File: config.mk
export PLATFORM = sky130hd
export DESIGN_NAME = bfi_top
export DESIGN_NICKNAME = d
export VERILOG_FILES = /design/src/common/bfi_pkg.sv /design/src/rtl/bfi_group_select.sv /design/src/rtl/bfi_top.sv
export VERILOG_INCLUDE_DIRS = /design/src /design/src/common
export SDC_FILE = /design/constraint.sdc
export NUM_CORES = 2
export LEC_CHECK = 0
export BUFFER_PORTS_ARGS = -buffer_cell sky130_fd_sc_hd__buf_4
export CORE_AREA = 2 2 731 733
export DETAILED_ROUTE_END_ITERATION = 6
export DIE_AREA = 0 0 733 735
export GPL_ROUTABILITY_DRIVEN = 0
export PLACE_DENSITY = 0.3
export REMOVE_ABC_BUFFERS = 1
export SYNTH_ARGS = -nofsm -noshare
export SYNTH_HDL_FRONTEND = slang
export SYNTH_SLANG_ARGS = --single-unit
File: constraint.sdc
create_clock -name mclk -period 5.23 [get_ports mclk]
set_input_delay 1.046 -clock mclk [delete_from_list [all_inputs] [get_ports mclk]]
set_output_delay 1.046 -clock mclk [all_outputs]
set_load 0.01 [all_outputs]
File: src/common/bfi_defines.svh
// Constants for the breaker-failure initiation block: widths, counts and timing.
// Assumes a 40 MHz system clock and per-unit current magnitudes in thousandths.
`ifndef BFI_DEFINES_SVH
`define BFI_DEFINES_SVH

`define BFI_NUM_INST      2
`define BFI_NUM_GROUPS    6
`define BFI_NUM_SRC       4
`define BFI_LEVEL_W       15
`define BFI_DELAY_W       16
`define BFI_DELAY_MAX     16'hFFFF
`define BFI_DELAY_ONE     16'h0001
`define BFI_LOSET_DELAY   16'h0010
`define BFI_GROUP_NONE    3'h0
`define BFI_GROUP_FIRST   3'h1
`define BFI_GROUP_LAST    3'h6
`define BFI_GROUP_DEFAULT 3'h0
`define BFI_TICK_NS       1000000
`define BFI_MCLK_NS       25
`define BFI_DIV_W         16
`define BFI_DIV_ONE       16'h0001

`endif

File: src/common/bfi_pkg.sv
// Types and small helpers shared by the breaker-failure initiation modules.
// Assumes bfi_defines.svh is on the include path.
`default_nettype none
`include "bfi_defines.svh"

package bfi_pkg;

    typedef logic [`BFI_LEVEL_W-1:0] bfi_level_t;
    typedef logic [`BFI_DELAY_W-1:0] bfi_delay_t;

    typedef enum logic {
        three_phase_scheme,
        single_phase_scheme
    } bfi_pole_t;

    // Settings of one instance as taken from the active group.
    typedef struct packed {
        logic       enable;
        bfi_pole_t  pole_mode;
        logic [1:0] measurement_source;
        logic       current_supervised_initiate_en;
        logic       hold_initiation_en;
        bfi_level_t phase_supervision_level;
        bfi_level_t neutral_supervision_level;
        logic       early_path_en;
        logic       main_path_en;
        logic       slow_path_en;
        bfi_delay_t early_path_delay;
        bfi_delay_t main_path_delay;
        bfi_delay_t slow_path_delay;
        bfi_level_t phase_high_level;
        bfi_level_t neutral_high_level;
        bfi_level_t phase_low_level;
    } bfi_settings_t;

    // State of one element instance.
    typedef struct packed {
        logic       hold;
        bfi_delay_t t_early;
        bfi_delay_t t_main;
        bfi_delay_t t_slow;
        bfi_delay_t t_loset;
        logic       retrip;
        logic       early_fail;
        logic       main_fail;
        logic       slow_fail;
        logic       zone_trip;
    } bfi_inst_t;

    // Whole state of the top module.
    typedef struct packed {
        logic [`BFI_DIV_W-1:0]        div;
        logic                         tick;
        bfi_inst_t [`BFI_NUM_INST-1:0] inst;
    } bfi_state_t;

    // True when any phase magnitude reaches the level.
    function automatic logic bfi_any_ge(input bfi_level_t [2:0] ph, input bfi_level_t lvl);
        bfi_any_ge = (ph[0] >= lvl) || (ph[1] >= lvl) || (ph[2] >= lvl);
    endfunction

    // Saturating millisecond counter step.
    function automatic bfi_delay_t bfi_bump(input bfi_delay_t cnt, input logic en);
        bfi_bump = (en && cnt != `BFI_DELAY_MAX) ? bfi_delay_t'(cnt + `BFI_DELAY_ONE) : cnt;
    endfunction

endpackage

`default_nettype wire

File: src/rtl/bfi_group_select.sv
// Picks one instance's settings out of the six setting groups.
// Assumes the active group number arrives from same-clock control logic.
`default_nettype none
`include "bfi_defines.svh"

module bfi_group_select (
    input  wire logic [2:0]                       active_group,
    input  wire logic [5:0]                       enable_g,
    input  wire bfi_pkg::bfi_pole_t [5:0]         pole_mode_g,
    input  wire logic [5:0][1:0]                  measurement_source_g,
    input  wire logic [5:0]                       supv_init_g,
    input  wire logic [5:0]                       hold_en_g,
    input  wire bfi_pkg::bfi_level_t [5:0]        ph_supv_g,
    input  wire bfi_pkg::bfi_level_t [5:0]        n_supv_g,
    input  wire logic [5:0]                       early_en_g,
    input  wire logic [5:0]                       main_en_g,
    input  wire logic [5:0]                       slow_en_g,
    input  wire bfi_pkg::bfi_delay_t [5:0]        early_delay_g,
    input  wire bfi_pkg::bfi_delay_t [5:0]        main_delay_g,
    input  wire bfi_pkg::bfi_delay_t [5:0]        slow_delay_g,
    input  wire bfi_pkg::bfi_level_t [5:0]        ph_high_g,
    input  wire bfi_pkg::bfi_level_t [5:0]        n_high_g,
    input  wire bfi_pkg::bfi_level_t [5:0]        ph_low_g,
    output bfi_pkg::bfi_settings_t                sel
);
    import bfi_pkg::*;

    // Any group number outside one to six falls back to the first group.
    function automatic logic [2:0] bfi_group_index(input logic [2:0] g);
        if (g >= `BFI_GROUP_FIRST && g <= `BFI_GROUP_LAST) begin
            bfi_group_index = 3'(g - `BFI_GROUP_FIRST);
        end else begin
            bfi_group_index = `BFI_GROUP_DEFAULT;
        end
    endfunction

    logic [2:0] idx;

    // Every field follows the group that is active right now.
    assign idx                                = bfi_group_index(active_group);
    assign sel.enable                         = enable_g[idx];
    assign sel.pole_mode                      = pole_mode_g[idx];
    assign sel.measurement_source             = measurement_source_g[idx];
    assign sel.current_supervised_initiate_en = supv_init_g[idx];
    assign sel.hold_initiation_en             = hold_en_g[idx];
    assign sel.phase_supervision_level        = ph_supv_g[idx];
    assign sel.neutral_supervision_level      = n_supv_g[idx];
    assign sel.early_path_en                  = early_en_g[idx];
    assign sel.main_path_en                   = main_en_g[idx];
    assign sel.slow_path_en                   = slow_en_g[idx];
    assign sel.early_path_delay               = early_delay_g[idx];
    assign sel.main_path_delay                = main_delay_g[idx];
    assign sel.slow_path_delay                = slow_delay_g[idx];
    assign sel.phase_high_level               = ph_high_g[idx];
    assign sel.neutral_high_level             = n_high_g[idx];
    assign sel.phase_low_level                = ph_low_g[idx];

endmodule

`default_nettype wire

File: src/rtl/bfi_top.sv
// Two breaker-failure elements: initiation, seal-in, three delayed failure paths.
// Assumes operands and current magnitudes come from logic on mclk, already settled.
//
// Functional notes
// - Two identical, independent elements, each with own settings and state.
// - Each element runs three-pole only or three-pole plus single-pole, same logic.
// - Each element takes currents from one of four selectable sources.
// - All current levels span 0.001 to 30.000 pu in 0.001 steps, default 1.050.
// - Three timers, each enableable, delay zero to 65.535 s in 1 ms steps.
// - Operation runs initiation, then failure determination, then output.
// - Optional seal-in holds initiation while current stays above supervision level.
// - Initiation is either direct or current supervised.
// - Current-supervised initiation is refused when current is below supervision level.
// - Settings exist in six groups; the active group governs behaviour.
// - Group one is default and active whenever no other group is.
// - Neutral hi-set level is a setting separate from phase hi-set.
// - Initiation immediately re-trips the breaker first signalled to trip.
// - Early path fails after delay if breaker still closed and fault current present.
// - Main path fails after delay on fault current, no auxiliary contact used.
// - Slow path uses aux contact and service switch, no current check.
`default_nettype none
`include "bfi_defines.svh"

module bfi_top #(
    parameter int TICK_CYCLES = `BFI_TICK_NS / `BFI_MCLK_NS
) (
    input  wire logic                                 mclk,
    input  wire logic                                 rst,
    input  wire logic [2:0]                           active_group,
    input  wire logic [1:0][5:0]                      element_enable,
    input  wire bfi_pkg::bfi_pole_t [1:0][5:0]        pole_mode,
    input  wire logic [1:0][5:0][1:0]                 measurement_source,
    input  wire logic [1:0][5:0]                      current_supervised_initiate_en,
    input  wire logic [1:0][5:0]                      hold_initiation_en,
    input  wire bfi_pkg::bfi_level_t [1:0][5:0]       phase_supervision_level,
    input  wire bfi_pkg::bfi_level_t [1:0][5:0]       neutral_supervision_level,
    input  wire logic [1:0][5:0]                      early_path_en,
    input  wire logic [1:0][5:0]                      main_path_en,
    input  wire logic [1:0][5:0]                      slow_path_en,
    input  wire bfi_pkg::bfi_delay_t [1:0][5:0]       early_path_delay,
    input  wire bfi_pkg::bfi_delay_t [1:0][5:0]       main_path_delay,
    input  wire bfi_pkg::bfi_delay_t [1:0][5:0]       slow_path_delay,
    input  wire bfi_pkg::bfi_level_t [1:0][5:0]       phase_high_level,
    input  wire bfi_pkg::bfi_level_t [1:0][5:0]       neutral_high_level,
    input  wire bfi_pkg::bfi_level_t [1:0][5:0]       phase_low_level,
    input  wire bfi_pkg::bfi_level_t [3:0][2:0]       phase_current,
    input  wire bfi_pkg::bfi_level_t [3:0]            neutral_current,
    input  wire logic [1:0]                           three_phase_initiate,
    input  wire logic [1:0][2:0]                      phase_initiate,
    input  wire logic [1:0]                           scheme_inhibit,
    input  wire logic [1:0]                           aux_contact_early,
    input  wire logic [1:0]                           aux_contact_second,
    input  wire logic [1:0]                           out_of_service_flag,
    output logic [1:0]                                retrip,
    output logic [1:0]                                early_path_fail,
    output logic [1:0]                                main_path_fail,
    output logic [1:0]                                slow_path_fail,
    output logic [1:0]                                zone_trip
);
    import bfi_pkg::*;

    bfi_state_t      s;
    bfi_state_t      next_s;
    bfi_settings_t   cfg [`BFI_NUM_INST];
    bfi_level_t [2:0] src_ph [`BFI_NUM_INST];
    bfi_level_t      src_n [`BFI_NUM_INST];
    logic            three_pole [`BFI_NUM_INST];
    logic            blocked [`BFI_NUM_INST];
    logic            trip_op [`BFI_NUM_INST];
    logic            cur_sup [`BFI_NUM_INST];
    logic            init_ok [`BFI_NUM_INST];
    logic            active [`BFI_NUM_INST];
    logic            done_early [`BFI_NUM_INST];
    logic            done_main [`BFI_NUM_INST];
    logic            done_slow [`BFI_NUM_INST];
    logic            lo_run [`BFI_NUM_INST];
    logic            fault_cur [`BFI_NUM_INST];

    // Each element owns its group selector, current view and stage logic.
    for (genvar i = 0; i < `BFI_NUM_INST; i++) begin : g_inst
        bfi_group_select u_sel (
            .active_group         (active_group),
            .enable_g             (element_enable[i]),
            .pole_mode_g          (pole_mode[i]),
            .measurement_source_g (measurement_source[i]),
            .supv_init_g          (current_supervised_initiate_en[i]),
            .hold_en_g            (hold_initiation_en[i]),
            .ph_supv_g            (phase_supervision_level[i]),
            .n_supv_g             (neutral_supervision_level[i]),
            .early_en_g           (early_path_en[i]),
            .main_en_g            (main_path_en[i]),
            .slow_en_g            (slow_path_en[i]),
            .early_delay_g        (early_path_delay[i]),
            .main_delay_g         (main_path_delay[i]),
            .slow_delay_g         (slow_path_delay[i]),
            .ph_high_g            (phase_high_level[i]),
            .n_high_g             (neutral_high_level[i]),
            .ph_low_g             (phase_low_level[i]),
            .sel                  (cfg[i])
        );

        // Current source and scheme selection; neutral is only meaningful for three-pole tripping.
        assign src_ph[i]     = phase_current[cfg[i].measurement_source];
        assign src_n[i]      = neutral_current[cfg[i].measurement_source];
        assign three_pole[i] = (cfg[i].pole_mode == three_phase_scheme);
        assign blocked[i]    = !cfg[i].enable || scheme_inhibit[i];

        // Initiation stage: the single-pole scheme also accepts per-phase trip operands.
        assign trip_op[i] = three_phase_initiate[i] || (!three_pole[i] && (|phase_initiate[i]));
        assign cur_sup[i] = bfi_any_ge(src_ph[i], cfg[i].phase_supervision_level)
                            || (three_pole[i] && src_n[i] >= cfg[i].neutral_supervision_level);
        assign init_ok[i] = trip_op[i] && (!cfg[i].current_supervised_initiate_en || cur_sup[i]);
        // A held initiation only counts while current stays up, so a cleared fault drops it at once.
        assign active[i]  = !blocked[i] && (init_ok[i] || (s.inst[i].hold && cur_sup[i]));

        // Failure-determination stage only looks at timers once initiation is active.
        assign done_early[i] = active[i] && (s.inst[i].t_early >= cfg[i].early_path_delay);
        assign done_main[i]  = active[i] && (s.inst[i].t_main >= cfg[i].main_path_delay);
        assign done_slow[i]  = active[i] && (s.inst[i].t_slow >= cfg[i].slow_path_delay);

        // Hi-set applies at all times; lo-set joins once an early or main timeout has lasted the resistor interval.
        assign lo_run[i]    = done_early[i] || done_main[i];
        assign fault_cur[i] = bfi_any_ge(src_ph[i], cfg[i].phase_high_level)
                              || (three_pole[i] && src_n[i] >= cfg[i].neutral_high_level)
                              || (s.inst[i].t_loset >= `BFI_LOSET_DELAY
                                  && bfi_any_ge(src_ph[i], cfg[i].phase_low_level));

        // Outputs are registered so a glitch on a combinational term never reaches a trip coil.
        assign retrip[i]          = s.inst[i].retrip;
        assign early_path_fail[i] = s.inst[i].early_fail;
        assign main_path_fail[i]  = s.inst[i].main_fail;
        assign slow_path_fail[i]  = s.inst[i].slow_fail;
        assign zone_trip[i]       = s.inst[i].zone_trip;

    end

    // Next state: millisecond divider, then per-element seal-in, timers and outputs.
    always_comb begin
        next_s = s;
        if (s.div == `BFI_DIV_W'(TICK_CYCLES - 1)) begin
            next_s.div  = '0;
            next_s.tick = 1'b1;
        end else begin
            next_s.div  = `BFI_DIV_W'(s.div + `BFI_DIV_ONE);
            next_s.tick = 1'b0;
        end
        for (int k = 0; k < `BFI_NUM_INST; k++) begin
            if (blocked[k]) begin
                next_s.inst[k] = '0;
            end else begin
                // Seal-in drops as soon as current falls, so a cleared fault never leaves it stuck.
                next_s.inst[k].hold    = cfg[k].hold_initiation_en && cur_sup[k] && active[k];
                next_s.inst[k].t_early = active[k] ? bfi_bump(s.inst[k].t_early, s.tick) : '0;
                next_s.inst[k].t_main  = active[k] ? bfi_bump(s.inst[k].t_main, s.tick) : '0;
                next_s.inst[k].t_slow  = active[k] ? bfi_bump(s.inst[k].t_slow, s.tick) : '0;
                next_s.inst[k].t_loset = lo_run[k] ? bfi_bump(s.inst[k].t_loset, s.tick) : '0;
                next_s.inst[k].retrip  = active[k];
                next_s.inst[k].early_fail = cfg[k].early_path_en && done_early[k]
                                            && aux_contact_early[k] && fault_cur[k];
                next_s.inst[k].main_fail  = cfg[k].main_path_en && done_main[k] && fault_cur[k];
                next_s.inst[k].slow_fail  = cfg[k].slow_path_en && done_slow[k]
                                            && aux_contact_second[k] && !out_of_service_flag[k];
                // Output stage: any failed path sets the zone trip.
                next_s.inst[k].zone_trip  = next_s.inst[k].early_fail || next_s.inst[k].main_fail
                                            || next_s.inst[k].slow_fail;
            end
        end
    end

    // State register; everything clears on reset.
    always_ff @(posedge mclk or posedge rst) begin
        if (rst) begin
            s <= '0;
        end else begin
            s <= next_s;
        end
    end

endmodule

`default_nettype wire

Yosys cells after proc, flatten, opt, wreduce, memory -nomap -nowiden --
Cells that the tools add are included.
Cells by class: add/sub/neg operators 10, $lt $le $gt $ge 35, eq/ne operators 17, muxes and demuxes 92, bitwise operators 2, reduce and logical (&&, ||, !) cells 91
Operators with widths (number):
- $bmux 15 s3 | 10
- $mux 16 | 22
- $ge 15x15->1 | 22
- $bmux 16 s3 | 6
- $bmux 45 s2 | 2
- $mux 15 | 12
- $add 16x1->16 const B | 9
- $mux 70 | 2
- $ne 16x16->1 const B | 8
- $ge 16x16->1 | 6
- $mux 45 | 2
- $bmux 15 s2 | 2
- $logic_and 1x1->1 | 49
- $bmux 1 s3 | 14
- $ge 16x5->1 const B | 2
- $logic_or 1x1->1 | 32
- $ne 3x2->1 const B | 8
- $mux 17 | 1
- $eq 16x16->1 const B | 1
- $mux 1 | 14
- $bmux 2 s3 | 2
- $logic_not 1->1 | 8
- $lt 2x3->1 const B | 2
- $reduce_or 3->1 | 2
- other kinds (7) | 9
Word-level totals: flip-flop bits (word level) 157, input bits 1845, output and inout bits 10, logic and storage cells 269

Longest topological paths before layout --
depth in word-level cells 22, gate-level depth with buffers 28, gate-level depth less buffers 19

Hierarchy --
From an unflattened synthesis, not the netlist that was laid out.
Unflattened totals: cells, all modules 3870, area total of the unflattened synthesis 34513.1 um2
By module, submodules not included:
- bfi_top | instances 1, cells each 2224, area each 20264.4 um2, seq. area each 3928.8 um2
- bfi_group_select | instances 2, cells each 823, area each 7124.3 um2, seq. area each 0.0 um2

Worst setup path after synthesis --
No wires, ideal clock.
path type input -> register, from in active_group[0], to reg s[36] (netlist bit), setup time 0.119 ns, arrival 6.298 ns, required time 5.111 ns, slack -1.187 ns, stages on the path 24, buffers on the path 7, path through clkbuf_1 -> inv_1 -> clkbuf_1 -> ha_1 -> buf_2 -> mux2_2 -> o21ai_0 -> o22a_1 -> buf_2 -> buf_1 -> mux2_2 -> nor2_1 -> a21oi_1 -> ha_1 -> a2111oi_0 -> o21ai_0 -> a221oi_1 -> o31ai_1 -> o2111a_1 -> a211o_1 -> o21ai_1 -> buf_4 -> buf_4 -> nor2_1
On the way: cells in the longest elaborated chain, start to end 17, elaborated cells on any way between the ends 44, those cells by class add/sub (1); order compare (6); eq/ne (1); mux (19); bitwise (1); reduce/logical (16)
Ends and longest elaborated chain:
- start: declaration | RTL line bfi_top.sv:29 | input wire logic [2:0] active_group,
- $ge 3x1->1 (no line) or $le 3x3->1 (tied branches)
- $logic_and 1x1->1 (no line)
- $mux 3 * | RTL line bfi_group_select.sv:30 | if (g >= `BFI_GROUP_FIRST && g <= `BFI_GROUP_LAST) begin
- $bmux 2 s3 | RTL line bfi_group_select.sv:43 | assign sel.measurement_source = measurement_source_g[idx];
- $mux 2 (not written as such) | RTL line bfi_group_select.sv:43
- $bmux 45 s2 | RTL line bfi_top.sv:103 | assign src_ph[i] = phase_current[cfg[i].measurement_source];
- $mux 45 (not written as such) | RTL line bfi_top.sv:103
- $ge 15x15->1 | RTL line bfi_pkg.sv:59 | bfi_any_ge = (ph[0] >= lvl) || (ph[1] >= lvl) || (ph[2] >= lvl);
- $logic_or 1x1->1 (2 in a row) | RTL line bfi_pkg.sv:59
- $logic_or 1x1->1 | RTL line bfi_top.sv:111 | || (three_pole[i] && src_n[i] >= cfg[i].neutral_supervision_level);
- $logic_or 1x1->1 | RTL line bfi_top.sv:112 | assign init_ok[i] = trip_op[i] && (!cfg[i].current_supervised_initiate_en || cur_sup[i]);
- $logic_and 1x1->1 | RTL line bfi_top.sv:112
- $logic_or 1x1->1 | RTL line bfi_top.sv:114 | assign active[i] = !blocked[i] && (init_ok[i] || (s.inst[i].hold && cur_sup[i]));
- $logic_and 1x1->1 | RTL line bfi_top.sv:114
- $mux 16 | RTL line bfi_top.sv:155 | next_s.inst[k].t_slow = active[k] ? bfi_bump(s.inst[k].t_slow, s.tick) : '0;
- $mux 70 | RTL line bfi_top.sv:148 | if (blocked[k]) begin
- end signal: assignment | RTL line bfi_top.sv:175 | s <= next_s;
- end: declaration | RTL line bfi_top.sv:62 | bfi_state_t s;
Every way passes the cells marked *; elsewhere a longest branch is shown, timed or not. The select of a mux whose other input is x is not followed. A chain may end at the register's enable or synchronous reset.

Final worst setup path --
from in active_group[1], to reg s[103] (netlist bit)
The elaborated chain is that of the path after synthesis.

==> metrics <==
run status finished, violations left; failing checks setup timing; Final Slew Violations 0; WL per Instance roughly 28 um; vias post-DR between 40000 and 50000; Gate power share 0.792; Switch Pwr about 0.0067 W; Yosys reg bits roughly 160; CP max FO 7; clk sinks between 150 and 200; Die ar. 538800 um^2; Yosys top cell by area ha_1; Seq/Total Area, Yosys 0.1231; drt pass-1 iters 7; initial antenna violation count between 200 and 250; yosys warns 0; Leakage 28.82 nW; ys async rst share 1.000; Power Dens Cells between 200 and 250 nW/um^2; vias per inst approximately 3.3; area post-placement 62620 um^2; cts hold-fix bufs 0; synth top area cells ha_1, a21oi_1, dfrtp_1, nand2_1, o221ai_1; Max VDD drop between 0.15 and 0.2 mV; final wirelength around 400000 um; port buffer count ~1900; Net count, final just under 10000; # DRC 0; Critical Path RT around 5.7 ns; row count 268; Net Sw Frac 0.4707; Fin Setup TNS -83.68 ns; I/O pins between 1500 and 2000; total gr overflow 0; Clock Path Buffers 3; design area a little under 70000 um^2; worst-skew pair later-pin latency around 0.54 ns; clock share of power 0.122; share of cells above drive strength 1 0.4527; Total Power between 0.01 and 0.015 W; drt first-iter violations between 2000 and 2500; syn avg cell area approximately 6.7 um^2; number of global-route vias before repair 49710; Arrival @ worst endpoint approximately 6.4 ns; Max H-tree Level 4; gr usage total 0.1414; Hold Slack 0.4921 ns; fin crit share 1.139; chip width 733 um; starting density of the core 0.06009; Synth Flop Type dfrtp_1; Flop pwr share 0.086; cell with the most instances after synthesis nand2_1; CTS tree built; Period minus WS final 5.959 ns; Setup Viol. Count Final 140; Area Overhead vs Synth 110.9%; relative slew slack 0.2974; first-pass GRT wire length 503800 um; DP Worst Slack -2.208 ns; Worst path max stage delay a little over 0.5 ns; fin worst setup slack -0.7286 ns; Final Hold Viols 0; Hold Path Class flop to flop; actual slew at the worst max-slew pin around 1.1 ns; core area 531100 um^2; clock root cell clkbuf_16; Crit-path slowest cell a2111oi_4; CTS buffer count 25; Cell Int Power around 0.0075 W; DP HPWL 355000 um; max cap viols 0; count of cell types in the netlist 81; CP Class primary input to flop; number of flops mapped to enable cells by yosys 0; CP Launch Type primary input; Synth top area share 0.1717; Reg clk slew, reported paths around 0.07 ns; synth cell count leaders nand2_1, a21oi_1, nor2_1, ha_1, clkbuf_1; Multi-input gate area approximately 28000 um^2; Synth Cell Area ~32000 um^2; RSZ-0062 raised after global routing yes; Die Ht between 700 and 800 um; CP Capture Type flop; FF/Latch Area approximately 4000 um^2; largest net degree at the start of global routing 72; Max Freq between 0.15 and 0.2 GHz; Worst Clk Skew about 0.022 ns; Cells after Synth between 4000 and 5000; antenna-violating nets left 0; Fillers between 60000 and 70000
## logic make-up (layout without fill, tap and decap cells)
logic type / count (synthesis) / in the layout / synth area share
flip-flops: 157 / 157 / 0.1231
AO/OA/AOI/OAI: 1617 / 1617 / 0.3133
XOR/XNOR: 109 / 109 / 0.02991
buffers and inverters: 371 / 3038 / 0.04700
multiplexers: 174 / 174 / 0.05692
AND/OR/NAND/NOR: 1914 / 1914 / 0.2581
adder cells (fa/ha/maj): 438 / 438 / 0.1717
other: 0 / 60 / 0
## final cells by class
type                       count  share of cell area
tap                         7020              0.1305
inverter                      38            0.002490
clock buffer                  29             0.01011
clock inverter                 4            0.001412
antenna                       60            0.002230
timing repair buffer        2967              0.3721
sequential                   157             0.05838
multi-input combinational   4252              0.4228
## registers in the layout, summed over array words and instances, names as in the netlist
| name | count |
|---|---|
| zone_trip | 2 |
| slow_path_fail | 2 |
| early_path_fail | 2 |
| retrip | 2 |
| main_path_fail | 2 |
| s | 147 |
## what timing repair did
item | 4_1_cts | 5_1_grt
pin swaps | 66 | 36
resized for setup | 317 | 131
endpoints found under the setup margin | 140 | 140
buffers inserted | 80 | 40
gates cloned | 19 | 4
## routing by layer
| layer | routed length [um] | vias to the layer above | track usage |
|---|---|---|---|
| met2 | 199300 | 1913 | 0.2560 |
| met5 | 693 | - | 0 |
| met3 | 27270 | 389 | 0.03680 |
| met4 | 10190 | 108 | 0.02793 |
| met1 | 163800 | 22830 | 0.1671 |
| li1 | - | 23010 | - |
## critical path, delay by kind of cell
| family | cells | cell delay [ns] |
|---|---|---|
| and+or+nand+nor | 6 | 0.99 |
| adders and majority gates | 2 | 0.37 |
| buffers and inverters | 15 | 2.03 |
| AOI/OAI and AO/OA | 7 | 1.83 |
## placed cells by master, fill, tap and decap left out, types with 52 or more instances in the layout
cell type	n
a211oi_1	64
a21o_1	57
a21oi_1	762
a21oi_2	74
a31oi_1	52
and2_1	54
buf_12	147
buf_4	2733
dfrtp_1	156
diode_2	60
ha_1	414
mux2i_1	101
nand2_1	949
nand3_1	116
nand4_1	80
nor2_1	443
nor3_1	52
o21ai_0	109
o221ai_1	221
xor2_1	61
## power groups by stage
| stage | logic [W] | registers [W] | clock network (W) |
|---|---|---|---|
| CTS | 0.0113 | 0.00122 | 0.00185 |
| global route | 0.0123 | 0.00122 | 0.00187 |
| floorplan | 0.00397 | 0.00124 | 0 |
| global placement | 0.0105 | 0.00124 | 0 |
| detailed placement | 0.0104 | 0.00124 | 0 |
| finish | 0.0112 | 0.00122 | 0.00173 |
## worst paths after layout
check	start	to	slack [ns]	cells after the start
max in group asynchronous	rst	s[129]$_DFFE_PP0P_	3.72	3
min reg2reg	s[145]$_DFF_PP0_	s[145]$_DFF_PP0_	0.49	1
max reg2reg	s[6]$_DFFE_PP0P_	s[5]$_DFFE_PP0P_	2.19	11
min in group asynchronous	rst	s[24]$_DFFE_PP0P_	0.53	2
max	active_group[1]	s[103]$_DFFE_PP0P_	-0.73	30
min	s[145]$_DFF_PP0_	s[145]$_DFF_PP0_	0.49	1
## per-stage QoR
step / std cells / utilization
6_report: 14530 / 0.1267
5_1_grt: 14480 / 0.1265
4_1_cts: 14430 / 0.1246
3_5_place_dp: 14300 / 0.1179
3_3_place_gp: 14300 / 0.1179
2_1_floorplan: 4447 / -
No activity file was read; power rests on OpenSTA's default activity.
